**config.mk**
```make
export PLATFORM = sky130hd
export DESIGN_NAME = led_link_ctrl
export DESIGN_NICKNAME = d
export VERILOG_FILES = /design/src/led_link_pkg.sv /design/src/led_link_ctrl.sv /design/src/pin_timer.sv
export SDC_FILE = /design/constraint.sdc
export NUM_CORES = 1
export LEC_CHECK = 0
export BUFFER_PORTS_ARGS = -buffer_cell sky130_fd_sc_hd__buf_2
export CORE_MARGIN = 2
export CORE_UTILIZATION = 59
export DETAILED_ROUTE_END_ITERATION = 7
export GPL_TIMING_DRIVEN = 0
export PLACE_DENSITY = 0.8
export SYNTH_ARGS = -nofsm -noshare
export SYNTH_HDL_FRONTEND = slang
export SYNTH_SLANG_ARGS = --single-unit
```
**constraint.sdc**
```tcl
create_clock -name clk -period 8.4 [get_ports clk]
set_input_delay 0.42 -clock clk [delete_from_list [all_inputs] [get_ports clk]]
set_output_delay 0.42 -clock clk [all_outputs]
set_load 0.05 [all_outputs]
```
**src/led_link_pkg.sv**
```systemverilog
// Shared constants, lookup tables and carrier types for the single-wire
// LED current control block.
// Assumes a 20 MHz system clock and a control pin synchronous to it.
package led_link_pkg;

  localparam int CLK_MHZ            = 20;
  localparam int LATCH_PAUSE_US     = 500;
  localparam int OFF_TIMEOUT_US     = 500;
  // Longest times: round down to whole cycles
  localparam int LATCH_PAUSE_CYC    = LATCH_PAUSE_US * CLK_MHZ;
  localparam int OFF_TIMEOUT_CYC    = OFF_TIMEOUT_US * CLK_MHZ;
  localparam int TIMER_W            = 15;

  localparam int EDGE_W             = 5;
  localparam logic [4:0] DATA_MIN   = 5'h01;
  localparam logic [4:0] DATA_MAX   = 5'h10;
  localparam logic [4:0] ADDR_BASE  = 5'h11;
  localparam logic [4:0] ADDR_LAST  = 5'h15;
  localparam logic [4:0] EDGE_SAT   = 5'h16;

  // Register addresses
  localparam logic [2:0] ADDR_BOTH  = 3'h0;
  localparam logic [2:0] ADDR_MAIN  = 3'h1;
  localparam logic [2:0] ADDR_SUB   = 3'h2;
  localparam logic [2:0] ADDR_SCALE = 3'h3;
  localparam logic [2:0] ADDR_LOW   = 3'h4;
  localparam logic [2:0] ADDR_RESET = 3'h0;
  localparam logic [3:0] REG_RESET  = 4'h0;

  // Full-scale select codes
  localparam logic [3:0] SCALE_18MA = 4'h1;
  localparam logic [3:0] SCALE_27MA = 4'h2;
  localparam logic [3:0] SCALE_14MA = 4'h3;
  localparam logic [3:0] SCALE_LOW  = 4'h4;

  // Sink current in microamps, indexed by level code minus one
  localparam logic [15:0] LVL_27MA_UA [16] = '{
    16'h6978, 16'h55f0, 16'h4650, 16'h36b0, 16'h2ee0, 16'h2710,
    16'h1f40, 16'h1838, 16'h1450, 16'h10cc, 16'h0ce4, 16'h0b54,
    16'h0960, 16'h076c, 16'h0578, 16'h0000};
  localparam logic [15:0] LVL_18MA_UA [16] = '{
    16'h4650, 16'h3a98, 16'h2ee0, 16'h2710, 16'h1edc, 16'h189c,
    16'h13ec, 16'h1004, 16'h0dac, 16'h0b54, 16'h0898, 16'h076c,
    16'h0640, 16'h0514, 16'h03e8, 16'h0000};
  localparam logic [15:0] LVL_14MA_UA [16] = '{
    16'h36b0, 16'h2af8, 16'h2260, 16'h1bbc, 16'h1770, 16'h12c0,
    16'h0ed8, 16'h0c1c, 16'h0a28, 16'h0834, 16'h06a4, 16'h0578,
    16'h04b0, 16'h03e8, 16'h02bc, 16'h0000};
  localparam logic [15:0] LOW_UA [4] = '{
    16'h0073, 16'h00af, 16'h0118, 16'h0190};

  typedef enum logic [1:0] {
    PUMP_1X,
    PUMP_1P5X,
    PUMP_2X
  } pump_mode_e;

  typedef struct packed {
    logic [3:0] main_group_level;
    logic [3:0] sub_channel_level;
    logic [3:0] full_scale_select;
    logic [3:0] low_level_config;
  } level_regs_s;

  typedef struct packed {
    logic        low_mode;
    logic        main_on;
    logic        sub_on;
    logic [15:0] main_ua;
    logic [15:0] sub_ua;
  } sink_drive_s;

endpackage

```
**src/led_link_ctrl.sv**
```systemverilog
// Single-wire pulse counting control of an LED current sink driver.
// Assumes ctrl_pin and dropout_near are synchronous to clk.
//
// What this block does
// - Address and data are told apart only by the burst edge count.
// - Bursts of 1 to 16 edges are data; data registers are 4 bits.
// - Bursts of 17 to 21 edges select addresses 0 to 4.
// - Count is latched only after pin stays high for the latch pause.
// - Later data-only bursts go to the last latched address.
// - After disable address is 0; first data loads both level registers.
// - Address 0 writes one value into both level registers.
// - Address 1 is the main group level, address 2 the sub sink level.
// - Full-scale code 1 is 18mA, 2 is 27mA, 3 is 14mA, 4 low mode.
// - Level code 1 is full scale, steps about 1.8dB, code 16 is off.
// - Code 15 is about 25dB down; codes follow a fixed per-scale table.
// - In low mode upper two bits of code minus one enable main group and sub sink.
// - In low mode lower two bits of code minus one set one common current for both.
// - Both sink groups always share high or low current mode.
// - Pin low past the off timeout puts the device into shutdown.
// - Shutdown clears all data registers and the address to zero.
// - Pump starts in 1.5X near dropout and steps to 2X on more.
// - Low codes 5-8 sub only, 9-12 main only, 13-16 both; four currents.
`timescale 1ns/100ps
module led_link_ctrl
  import led_link_pkg::*;
#(
  parameter int LAT_CYC = LATCH_PAUSE_CYC,
  parameter int OFF_CYC = OFF_TIMEOUT_CYC
) (
  input  wire logic        clk,
  input  wire logic        rst,
  input  wire logic        ctrl_pin,
  input  wire logic [3:0]  dropout_near,
  output logic             enabled,
  output logic [2:0]       cur_addr,
  output level_regs_s      regs,
  output pump_mode_e       pump_mode,
  output sink_drive_s      drive
);

  initial begin
    if (LAT_CYC < 1 || OFF_CYC < 1) begin
      $error("led_link_ctrl: timeouts must be at least one cycle");
    end
  end

  logic             pin_q;
  logic             rise;
  logic             latch_pulse;
  logic             off_pulse;
  logic [EDGE_W-1:0] edge_cnt_q;
  logic             enabled_q;
  logic [2:0]       addr_q;
  level_regs_s      regs_q;
  pump_mode_e       pump_q;
  logic [3:0]       dropout_q;
  sink_drive_s      drive_q;
  sink_drive_s      drive_d;
  logic             is_data;
  logic             is_addr;
  logic [3:0]       data_val;

  ////////////////////////////////////////////////////////////////////////
  // Pin timing

  pin_timer #(
    .LAT_CYC (LAT_CYC),
    .OFF_CYC (OFF_CYC)
  ) u_timer (
    .clk         (clk),
    .rst         (rst),
    .ctrl_pin    (ctrl_pin),
    .pin_q       (pin_q),
    .rise        (rise),
    .latch_pulse (latch_pulse),
    .off_pulse   (off_pulse)
  );

  ////////////////////////////////////////////////////////////////////////
  // Enable and shutdown

  always_ff @(posedge clk) begin
    if (rst || off_pulse) begin
      enabled_q <= 1'b0;
    end else if (rise) begin
      enabled_q <= 1'b1;
    end
  end

  ////////////////////////////////////////////////////////////////////////
  // Burst edge counter, saturating past the address range

  always_ff @(posedge clk) begin
    if (rst || off_pulse || latch_pulse) begin
      edge_cnt_q <= '0;
    end else if (rise && edge_cnt_q != EDGE_SAT) begin
      edge_cnt_q <= edge_cnt_q + 1'b1;
    end
  end

  assign is_data  = edge_cnt_q >= DATA_MIN && edge_cnt_q <= DATA_MAX;
  assign is_addr  = edge_cnt_q >= ADDR_BASE && edge_cnt_q <= ADDR_LAST;
  // Sixteen edges store as zero, the no-current code of the level registers
  assign data_val = edge_cnt_q[3:0];

  ////////////////////////////////////////////////////////////////////////
  // Address register

  always_ff @(posedge clk) begin
    if (rst || off_pulse) begin
      addr_q <= ADDR_RESET;
    end else if (latch_pulse && is_addr) begin
      addr_q <= 3'(edge_cnt_q - ADDR_BASE);
    end
  end

  ////////////////////////////////////////////////////////////////////////
  // Data registers

  always_ff @(posedge clk) begin
    if (rst || off_pulse) begin
      regs_q <= '{REG_RESET, REG_RESET, REG_RESET, REG_RESET};
    end else if (latch_pulse && is_data) begin
      unique case (addr_q)
        ADDR_BOTH: begin
          regs_q.main_group_level  <= data_val;
          regs_q.sub_channel_level <= data_val;
        end
        ADDR_MAIN: begin
          regs_q.main_group_level <= data_val;
        end
        ADDR_SUB: begin
          regs_q.sub_channel_level <= data_val;
        end
        ADDR_SCALE: begin
          regs_q.full_scale_select <= data_val;
        end
        ADDR_LOW: begin
          regs_q.low_level_config <= data_val;
        end
        default: begin
          regs_q <= regs_q;
        end
      endcase
    end
  end

  ////////////////////////////////////////////////////////////////////////
  // Pump mode

  always_ff @(posedge clk) begin
    if (rst) begin
      dropout_q <= 4'h0;
    end else begin
      dropout_q <= dropout_near;
    end
  end

  always_ff @(posedge clk) begin
    if (rst || !enabled_q) begin
      pump_q <= PUMP_1X;
    end else begin
      unique case (pump_q)
        PUMP_1X: begin
          if (|dropout_near) begin
            pump_q <= PUMP_1P5X;
          end
        end
        PUMP_1P5X: begin
          if (|(dropout_near & ~dropout_q)) begin
            pump_q <= PUMP_2X;
          end
        end
        PUMP_2X: begin
          pump_q <= PUMP_2X;
        end
        default: begin
          pump_q <= PUMP_1X;
        end
      endcase
    end
  end

  ////////////////////////////////////////////////////////////////////////
  // Sink current decode

  function automatic logic [15:0] level_ua(input logic [3:0] scale,
                                           input logic [3:0] code);
    logic [3:0] idx;
    idx = code - 4'h1;
    unique case (scale)
      SCALE_27MA: level_ua = LVL_27MA_UA[idx];
      SCALE_14MA: level_ua = LVL_14MA_UA[idx];
      default:    level_ua = LVL_18MA_UA[idx];
    endcase
  endfunction

  always_comb begin
    logic [3:0] low_idx;
    low_idx = regs_q.low_level_config - 4'h1;
    drive_d = '0;
    if (enabled_q) begin
      if (regs_q.full_scale_select == SCALE_LOW) begin
        drive_d.low_mode = 1'b1;
        drive_d.main_on  = low_idx[3];
        drive_d.sub_on   = low_idx[2];
        drive_d.main_ua  = low_idx[3] ? LOW_UA[low_idx[1:0]] : 16'h0000;
        drive_d.sub_ua   = low_idx[2] ? LOW_UA[low_idx[1:0]] : 16'h0000;
      end else begin
        drive_d.main_ua  = level_ua(regs_q.full_scale_select,
                                    regs_q.main_group_level);
        drive_d.sub_ua   = level_ua(regs_q.full_scale_select,
                                    regs_q.sub_channel_level);
        drive_d.main_on  = drive_d.main_ua != 16'h0000;
        drive_d.sub_on   = drive_d.sub_ua != 16'h0000;
      end
    end
  end

  always_ff @(posedge clk) begin
    if (rst) begin
      drive_q <= '0;
    end else begin
      drive_q <= drive_d;
    end
  end

  assign enabled   = enabled_q;
  assign cur_addr  = addr_q;
  assign regs      = regs_q;
  assign pump_mode = pump_q;
  assign drive     = drive_q;
endmodule

```
**src/pin_timer.sv**
```systemverilog
// Control pin edge detector and inactivity timer.
// Assumes the pin is already synchronous to clk.
`timescale 1ns/100ps
module pin_timer
  import led_link_pkg::*;
#(
  parameter int LAT_CYC = LATCH_PAUSE_CYC,
  parameter int OFF_CYC = OFF_TIMEOUT_CYC
) (
  input  wire logic clk,
  input  wire logic rst,
  input  wire logic ctrl_pin,
  output logic      pin_q,
  output logic      rise,
  output logic      latch_pulse,
  output logic      off_pulse
);

  localparam logic [TIMER_W-1:0] LAT_T = TIMER_W'(LAT_CYC);
  localparam logic [TIMER_W-1:0] OFF_T = TIMER_W'(OFF_CYC);
  localparam logic [TIMER_W-1:0] T_MAX = {TIMER_W{1'b1}};

  initial begin
    if (LAT_CYC < 1 || OFF_CYC < 1 || LAT_CYC >= 2**TIMER_W - 1 ||
        OFF_CYC >= 2**TIMER_W - 1) begin
      $error("pin_timer: timeout outside counter range");
    end
  end

  logic [TIMER_W-1:0] cnt_q;

  ////////////////////////////////////////////////////////////////////////
  // Pin sample and edge

  always_ff @(posedge clk) begin
    if (rst) begin
      pin_q <= 1'b0;
    end else begin
      pin_q <= ctrl_pin;
    end
  end

  assign rise = ctrl_pin & ~pin_q;

  ////////////////////////////////////////////////////////////////////////
  // Time since last edge, restarted by either edge

  always_ff @(posedge clk) begin
    if (rst || ctrl_pin != pin_q) begin
      cnt_q <= '0;
    end else if (cnt_q != T_MAX) begin
      cnt_q <= cnt_q + 1'b1;
    end
  end

  assign latch_pulse = pin_q && ctrl_pin && cnt_q == LAT_T;
  assign off_pulse   = !pin_q && !ctrl_pin && cnt_q == OFF_T;

endmodule

```
Word level (Yosys, flattened, before mapping)

Memory sizes are Yosys's and may differ from the RTL's.
Cells that the tools add are included.
W data, S select, Z words.

Multipliers: 0
Mux-type cells: 28
Shift-type cells: 0
Div/mod/pow operators: 0
Equal/unequal tests: 15
Bitwise gates (word level): 8
Add/subtract/negate cells: 6
Reduce and logical (&&, ||, !) cells: 30
$lt $le $gt $ge: 7

Operators by type and width:

| operator                | number |
|---|---|
| $mux W16                | 20 |
| $pmux W16 S2            | 2 |
| $mux W34                | 1 |
| $bmux W16 S2            | 1 |
| $reduce_bool A16 Y1     | 2 |
| $add A15 B1 Y15 const B | 1 |
| $eq A15 B14 Y1 const B  | 1 |
| $ge A5 B5 Y1 const B    | 3 |
| $ne A15 B15 Y1 const B  | 1 |
| $sub A4 B1 Y4 const B   | 3 |
| $le A5 B5 Y1 const B    | 2 |
| $not A4 Y5              | 2 |
| $reduce_and A2 Y1       | 5 |
| $logic_and A1 B1 Y1     | 9 |
| $eq A4 B2 Y1 const B    | 2 |
| $reduce_or A4 Y1        | 2 |
| $eq A3 B2 Y1 const B    | 2 |
| $pmux W2 S3             | 1 |
| $reduce_or A2 Y1        | 3 |
| $add A5 B1 Y5 const B   | 1 |
| $ge A5 B1 Y1 const B    | 1 |
| $ne A5 B5 Y1 const B    | 1 |
| $and A4 B4 Y4           | 1 |
| $eq A4 B3 Y1 const B    | 1 |
| other kinds (18)        | 26 |

Output and inout port bits: 57
Memories: 6
Input bits: 7
Memory bits (read-only): 1536
RAM bits: 0
Bits in latches: 0
Word-level logic and storage cells: 116
Flip-flop bits (word level): 82

Memories:

| name            | words | bits a word | rd ports | clocked after Yosys merged registers in | wr ports | line                 | source |
|---|---|---|---|---|---|---|---|
| (no name shown) | 16    | 16          | 1        | 0                                       | 0        | led_link_ctrl.sv:194 | `default: level_ua = LVL_18MA_UA[idx];` |
| (no name shown) | 16    | 16          | 1        | 0                                       | 0        | led_link_ctrl.sv:193 | `SCALE_14MA: level_ua = LVL_14MA_UA[idx];` |
| (no name shown) | 16    | 16          | 1        | 0                                       | 0        | led_link_ctrl.sv:192 | `SCALE_27MA: level_ua = LVL_27MA_UA[idx];` |
| (no name shown) | 16    | 16          | 1        | 0                                       | 0        | led_link_ctrl.sv:194 |  |
| (no name shown) | 16    | 16          | 1        | 0                                       | 0        | led_link_ctrl.sv:193 |  |
| (no name shown) | 16    | 16          | 1        | 0                                       | 0        | led_link_ctrl.sv:192 |  |

Depth between registers and ports, before layout

Depth after elaboration: 10
Depth in mapped cells: 16
Gate-level depth less buffers: 11

Modules after synthesis

Synthesis repeated with hierarchy kept, for this count alone.

Cells, all modules: 751
Area, all modules: 5808.1 um^2

By module, submodules not included:

| module        | area each (um^2) | seq. area each (um^2) | cells each | instances |
|---|---|---|---|---|
| led_link_ctrl | 4901.0           | 1241.2                | 651        | 1 |
| pin_timer     | 907.1            | 320.3                 | 100        | 1 |

Least setup slack after synthesis

OpenSTA, ideal clock, no wires.

Path kind: register to register
Start: reg regs_q, in the netlist regs[13]
End: reg drive_q, in the netlist drive[33]
Buffers on the path: 6
Clock period less this slack: 3.769 ns
Stages on the path, launching flop included: 16
Arrival time: 3.647 ns
Path slack: 4.631 ns
Path through: dfxtp_1 > buf_2 > buf_2 > inv_1 > ha_1 > clkbuf_1 > inv_1 > ha_1 > buf_2 > buf_2 > clkbuf_1 > nand2_1 > a31o_2 > a221oi_1 > nand4_1 > o32a_1

Word-level cells in the longest chain between the ends: 10
Elaborated cells between the ends (all ways): 16

RTL lines:

| element                                         | line                                                             | source |
|---|---|---|
| start, declared                                 | led_link_ctrl.sv:54                                              | `level_regs_s regs_q;` |
| start signal, assigned                          | led_link_ctrl.sv:122                                             | `regs_q <= '{REG_RESET, REG_RESET, REG_RESET, REG_RESET};` |
| start signal, assigned                          | led_link_ctrl.sv:142                                             | `regs_q <= regs_q;` |
| $sub A4 B1 Y4 *                                 | led_link_ctrl.sv:190                                             | `idx = code - 4'h1;` |
| $not A4 Y5 (not written as such) *              | led_link_ctrl.sv:192, led_link_ctrl.sv:193, led_link_ctrl.sv:194 |  |
| $mem_v2 Z16 W16, on equally long branches       | n/a                                                              |  |
| $mux W16, on equally long branches (2 in a row) | led_link_ctrl.sv:194, led_link_ctrl.sv:192, led_link_ctrl.sv:193 |  |
| $pmux W16 S2 *                                  | led_link_ctrl.sv:191                                             | `unique case (scale)` |
| $mux W16 *                                      | led_link_ctrl.sv:203                                             | `if (regs_q.full_scale_select == SCALE_LOW) begin` |
| $mux W16 *                                      | led_link_ctrl.sv:202                                             | `if (enabled_q) begin` |
| $reduce_bool A16 Y1 *                           | led_link_ctrl.sv:214                                             | `drive_d.main_on = drive_d.main_ua != 16'h0000;` |
| $mux W34 *                                      | led_link_ctrl.sv:203                                             |  |
| end signal, assigned                            | led_link_ctrl.sv:224                                             | `drive_q <= drive_d;` |
| end, declared                                   | led_link_ctrl.sv:57                                              | `sink_drive_s drive_q;` |

Every way passes the cells marked *; elsewhere a longest branch is shown, timed or not. The select of a mux whose other input is x is not followed.
A chain may end at the register's enable or synchronous reset.

Worst setup path in the final report

Same ends and word-level chain as after synthesis.

==> metrics.yaml <==
status: "finished clean"
post_synth.cell_area_avg_sq_um: 7.855
cp-start-kind: "register"
ir_drop_v: 0.0001086
hold_ws_ns: 0.3054
ioPinCount: 64
rows: 35
clock_latency_ns: 0.36
critical-path-top-delay-family: "buffers and inverters"
timing.setup.tns_ns: 0
crit_arrival_ns: 4.85
synth_top_area_share_pct: 27.65
die-width_um: 101.8
ys_types: 79
antennaDiodeCount: 0
clk_path_buf_depth: 2
rsz0062_at_grt: "false"
whs_path_depth: 2
min_path_type: "input pin to register"
cpMostUsedCell: "buf_2"
grt_max_degree: 15
reg2reg_to: "drive[33]$_SDFF_PP0_"
gp_congestion: 1.050
yosysWarnings: 0
min_period_ns: 4.632
io_buffer_count: 61
yosysTopAreaCell: "dfxtp_1"
async_reset_ff_share_pct: 0
crit_cells: 15
fin_worst_skew_ns: 0.01840
synth-seq-cells: 78
die-area_sq_um: 10370
wl_per_cell_um: 20.13
grt_pass1_wl_um: 28970
r2r_start: "regs[13]$_SDFFE_PP0P_"
post_cts_buffers: 0
ys_seq_area_share_pct: 27.65
numCtsBuffers: 9
synth_edf_count: 0
chipHeight_um: 101.8
relSlewSlack_pct: 36.33
ctsResizeCount: 0
hold_viol: 0
maxSlewViolCount: 0
drtIter0Drc: 528
p_per_area_nw_per_um2: 112.2
h-tree-depth: 3
timing.reg2reg.setup_slack_ns: 3.77
crit_type: "register to register"
slowest_stage: "a221oi_1"
avgViaCountPerCell: 6.558
hold_buffers: 0
nets: 835
r2r_cells: 15
antenna_found_initial: 0
route.detailed.drc: 0
timing.fmax_mhz: 215.9
path_cells: "buf_2 > buf_2 > inv_1 > ha_1 > clkbuf_1 > inv_1 > ha_1 > buf_2 > buf_2 > clkbuf_1 > nand2_1 > a31o_2 > a221oi_1 > nand4_1 > o32a_1"
cp_num_buf_inv: 8
final_cell_area_sq_um: 6317
clk_pin_slew_ns: 0.09
max_stage_delay_ns: 0.56
ys_dominant_reg_cell: "dfxtp_1"
root_buffer: "clkbuf_8"
max_slew.worst_pin.slew_ns: 0.9509
hpwl_um: 13600
grt_pass1_vias: 5553
synthesis.area_sq_um: 5648
end_kind: "register"
routed_wl_um: 18640
synth_cells: 719
finalCritPeriodShare_pct: 55.14
maxCapViolCount: 0
setup_viol: 0
worstSetupEndpoint: "drive[33]$_SDFF_PP0_"
drt-pass1-iter-count: 6
crit_start: "regs[13]$_SDFFE_PP0P_"
required_ns: 8.62
cts_num_sinks: 78
drive_above_1_share_pct: 15.31
initial_core_util_pct: 60.84
ant_nets: 0
yosys-top-cells-area: "dfxtp_1, ha_1, nor2_1"
grt_usage_pct: 35.48
cts_tree: "done"
vias: 6073
cp_max_fo: 10
syn_to_final_growth_pct: 11.85
placed_area_sq_um: 6118
p_leak_nw: 2.536
coreArea_sq_um: 9284
grt_overflow_total: 0
-- sequential cells by signal, indices dropped and copies added (netlist names) --
name / cells
drive: 31
regs: 16
u_timer.cnt_q: 15
edge_cnt_q: 5
dropout_q: 4
cur_addr: 3
pump_mode: 2
enabled: 1
u_timer.pin_q: 1
-- report_power, final --
group | internal [W] | switching (W)
clock | 0.000140 | 0.000155
sequential | 0.000373 | 0.00000250
combinational | 0.0000126 | 0.0000265
-- cell usage after synthesis, types with 3 or more instances --
cell,n
dfxtp_1,78
nor4_1,11
a31oi_1,12
or4_1,3
and2_1,4
o211ai_1,13
or3_1,3
a21boi_0,4
buf_6,3
o22ai_1,6
a31o_2,3
buf_4,6
a21o_1,4
nor3_1,28
nand4_1,8
a211oi_1,9
a21oi_1,32
mux2i_1,31
nand3b_1,3
o21ai_0,39
ha_1,36
xnor2_1,12
o221ai_1,5
nor2b_1,9
o311ai_0,3
a2111oi_0,4
nor2_1,88
o311a_1,4
buf_2,14
a22o_1,4
xor2_1,9
inv_1,35
clkbuf_1,32
o21a_1,4
nor3b_1,3
nand2_1,50
o31a_1,5
nand3_1,14
and3_1,9
o31ai_1,8
mux2_2,4
a311oi_1,3
nand2b_1,17
-- cells in the final DEF, fill, tap and decap left out, drive strengths merged, types with 13 or more instances in the layout --
master,count
a21oi,32
nor3,28
clkbuf,42
o211ai,13
dfxtp,78
nor4,13
nand2,52
inv,36
nor2,89
nand2b,17
o21ai,39
mux2i,31
ha,36
nand3,14
buf,86
-- stage by stage --
stage,power [W],utilization [%],instances,worst slack (ns)
after floorplan,0.0004109,-,720,4.631
after global placement,0.0004194,65.90,910,3.960
after detailed placement,0.0004222,65.90,910,3.934
after CTS,0.0007075,68.05,926,3.908
after global routing,0.0007284,68.05,926,3.544
final,0.0007090,68.05,926,3.768
-- worst register-to-register path: stages, from the launching register on --
cell and delay (ns):
dfxtp_1 0.40, buf_2 0.22, buf_2 0.21, inv_1 0.24
ha_1 0.24, clkbuf_1 0.39, inv_1 0.12, ha_1 0.31
buf_2 0.23, buf_2 0.28, clkbuf_1 0.37, nand2_1 0.12
a31o_2 0.25, a221oi_1 0.56, nand4_1 0.16, o32a_1 0.41
-- logic make-up (layout without fill, tap and decap cells) --
logic type	Yosys count	count (layout)	share of synthesized area, %
AO/OA/AOI/OAI	184	184	22.66
adder cells (fa/ha/maj)	36	36	7.975
buffers and inverters	92	169	7.222
flip-flops	78	78	27.65
multiplexers	35	35	6.292
AND/OR/NAND/NOR	272	272	24.88
other	1	2	0.06640
XOR/XNOR	21	21	3.257
-- final cells by class --
class / count / area, sq um
multi-input cells: 550 / 3682
fillers: 777 / 2967
flip-flops and latches: 78 / 1562
repair buffers: 61 / 305.3
plain buffers: 57 / 276.5
well taps: 129 / 161.4
inverters: 35 / 131.4
clock buffers: 10 / 127.6
clock inverters: 6 / 71.32
-- worst min path at each step --
stage                                         from                        endpoint  slack (ns)
global placement         pump_mode[1]$_SDFFE_PP0P_       pump_mode[1]$_SDFFE_PP0P_        0.49
floorplan           u_timer.cnt_q[14]$_SDFFE_PP0P_  u_timer.cnt_q[14]$_SDFFE_PP0P_        0.47
global route                       dropout_near[1]         dropout_q[1]$_SDFF_PP0_        0.30
detailed placement  u_timer.cnt_q[14]$_SDFFE_PP0P_  u_timer.cnt_q[14]$_SDFFE_PP0P_        0.50
CTS                                dropout_near[1]         dropout_q[1]$_SDFF_PP0_        0.30
finish                             dropout_near[1]         dropout_q[1]$_SDFF_PP0_        0.31
-- per-layer routing --
metal / global-route usage, % / part of all wire [%]
met3: 6.772 / 11
met5: 0 / 0
met2: 59.72 / 46
met4: 11.79 / 3.9
met1: 45.87 / 39
(Power assumes the default switching activity.)
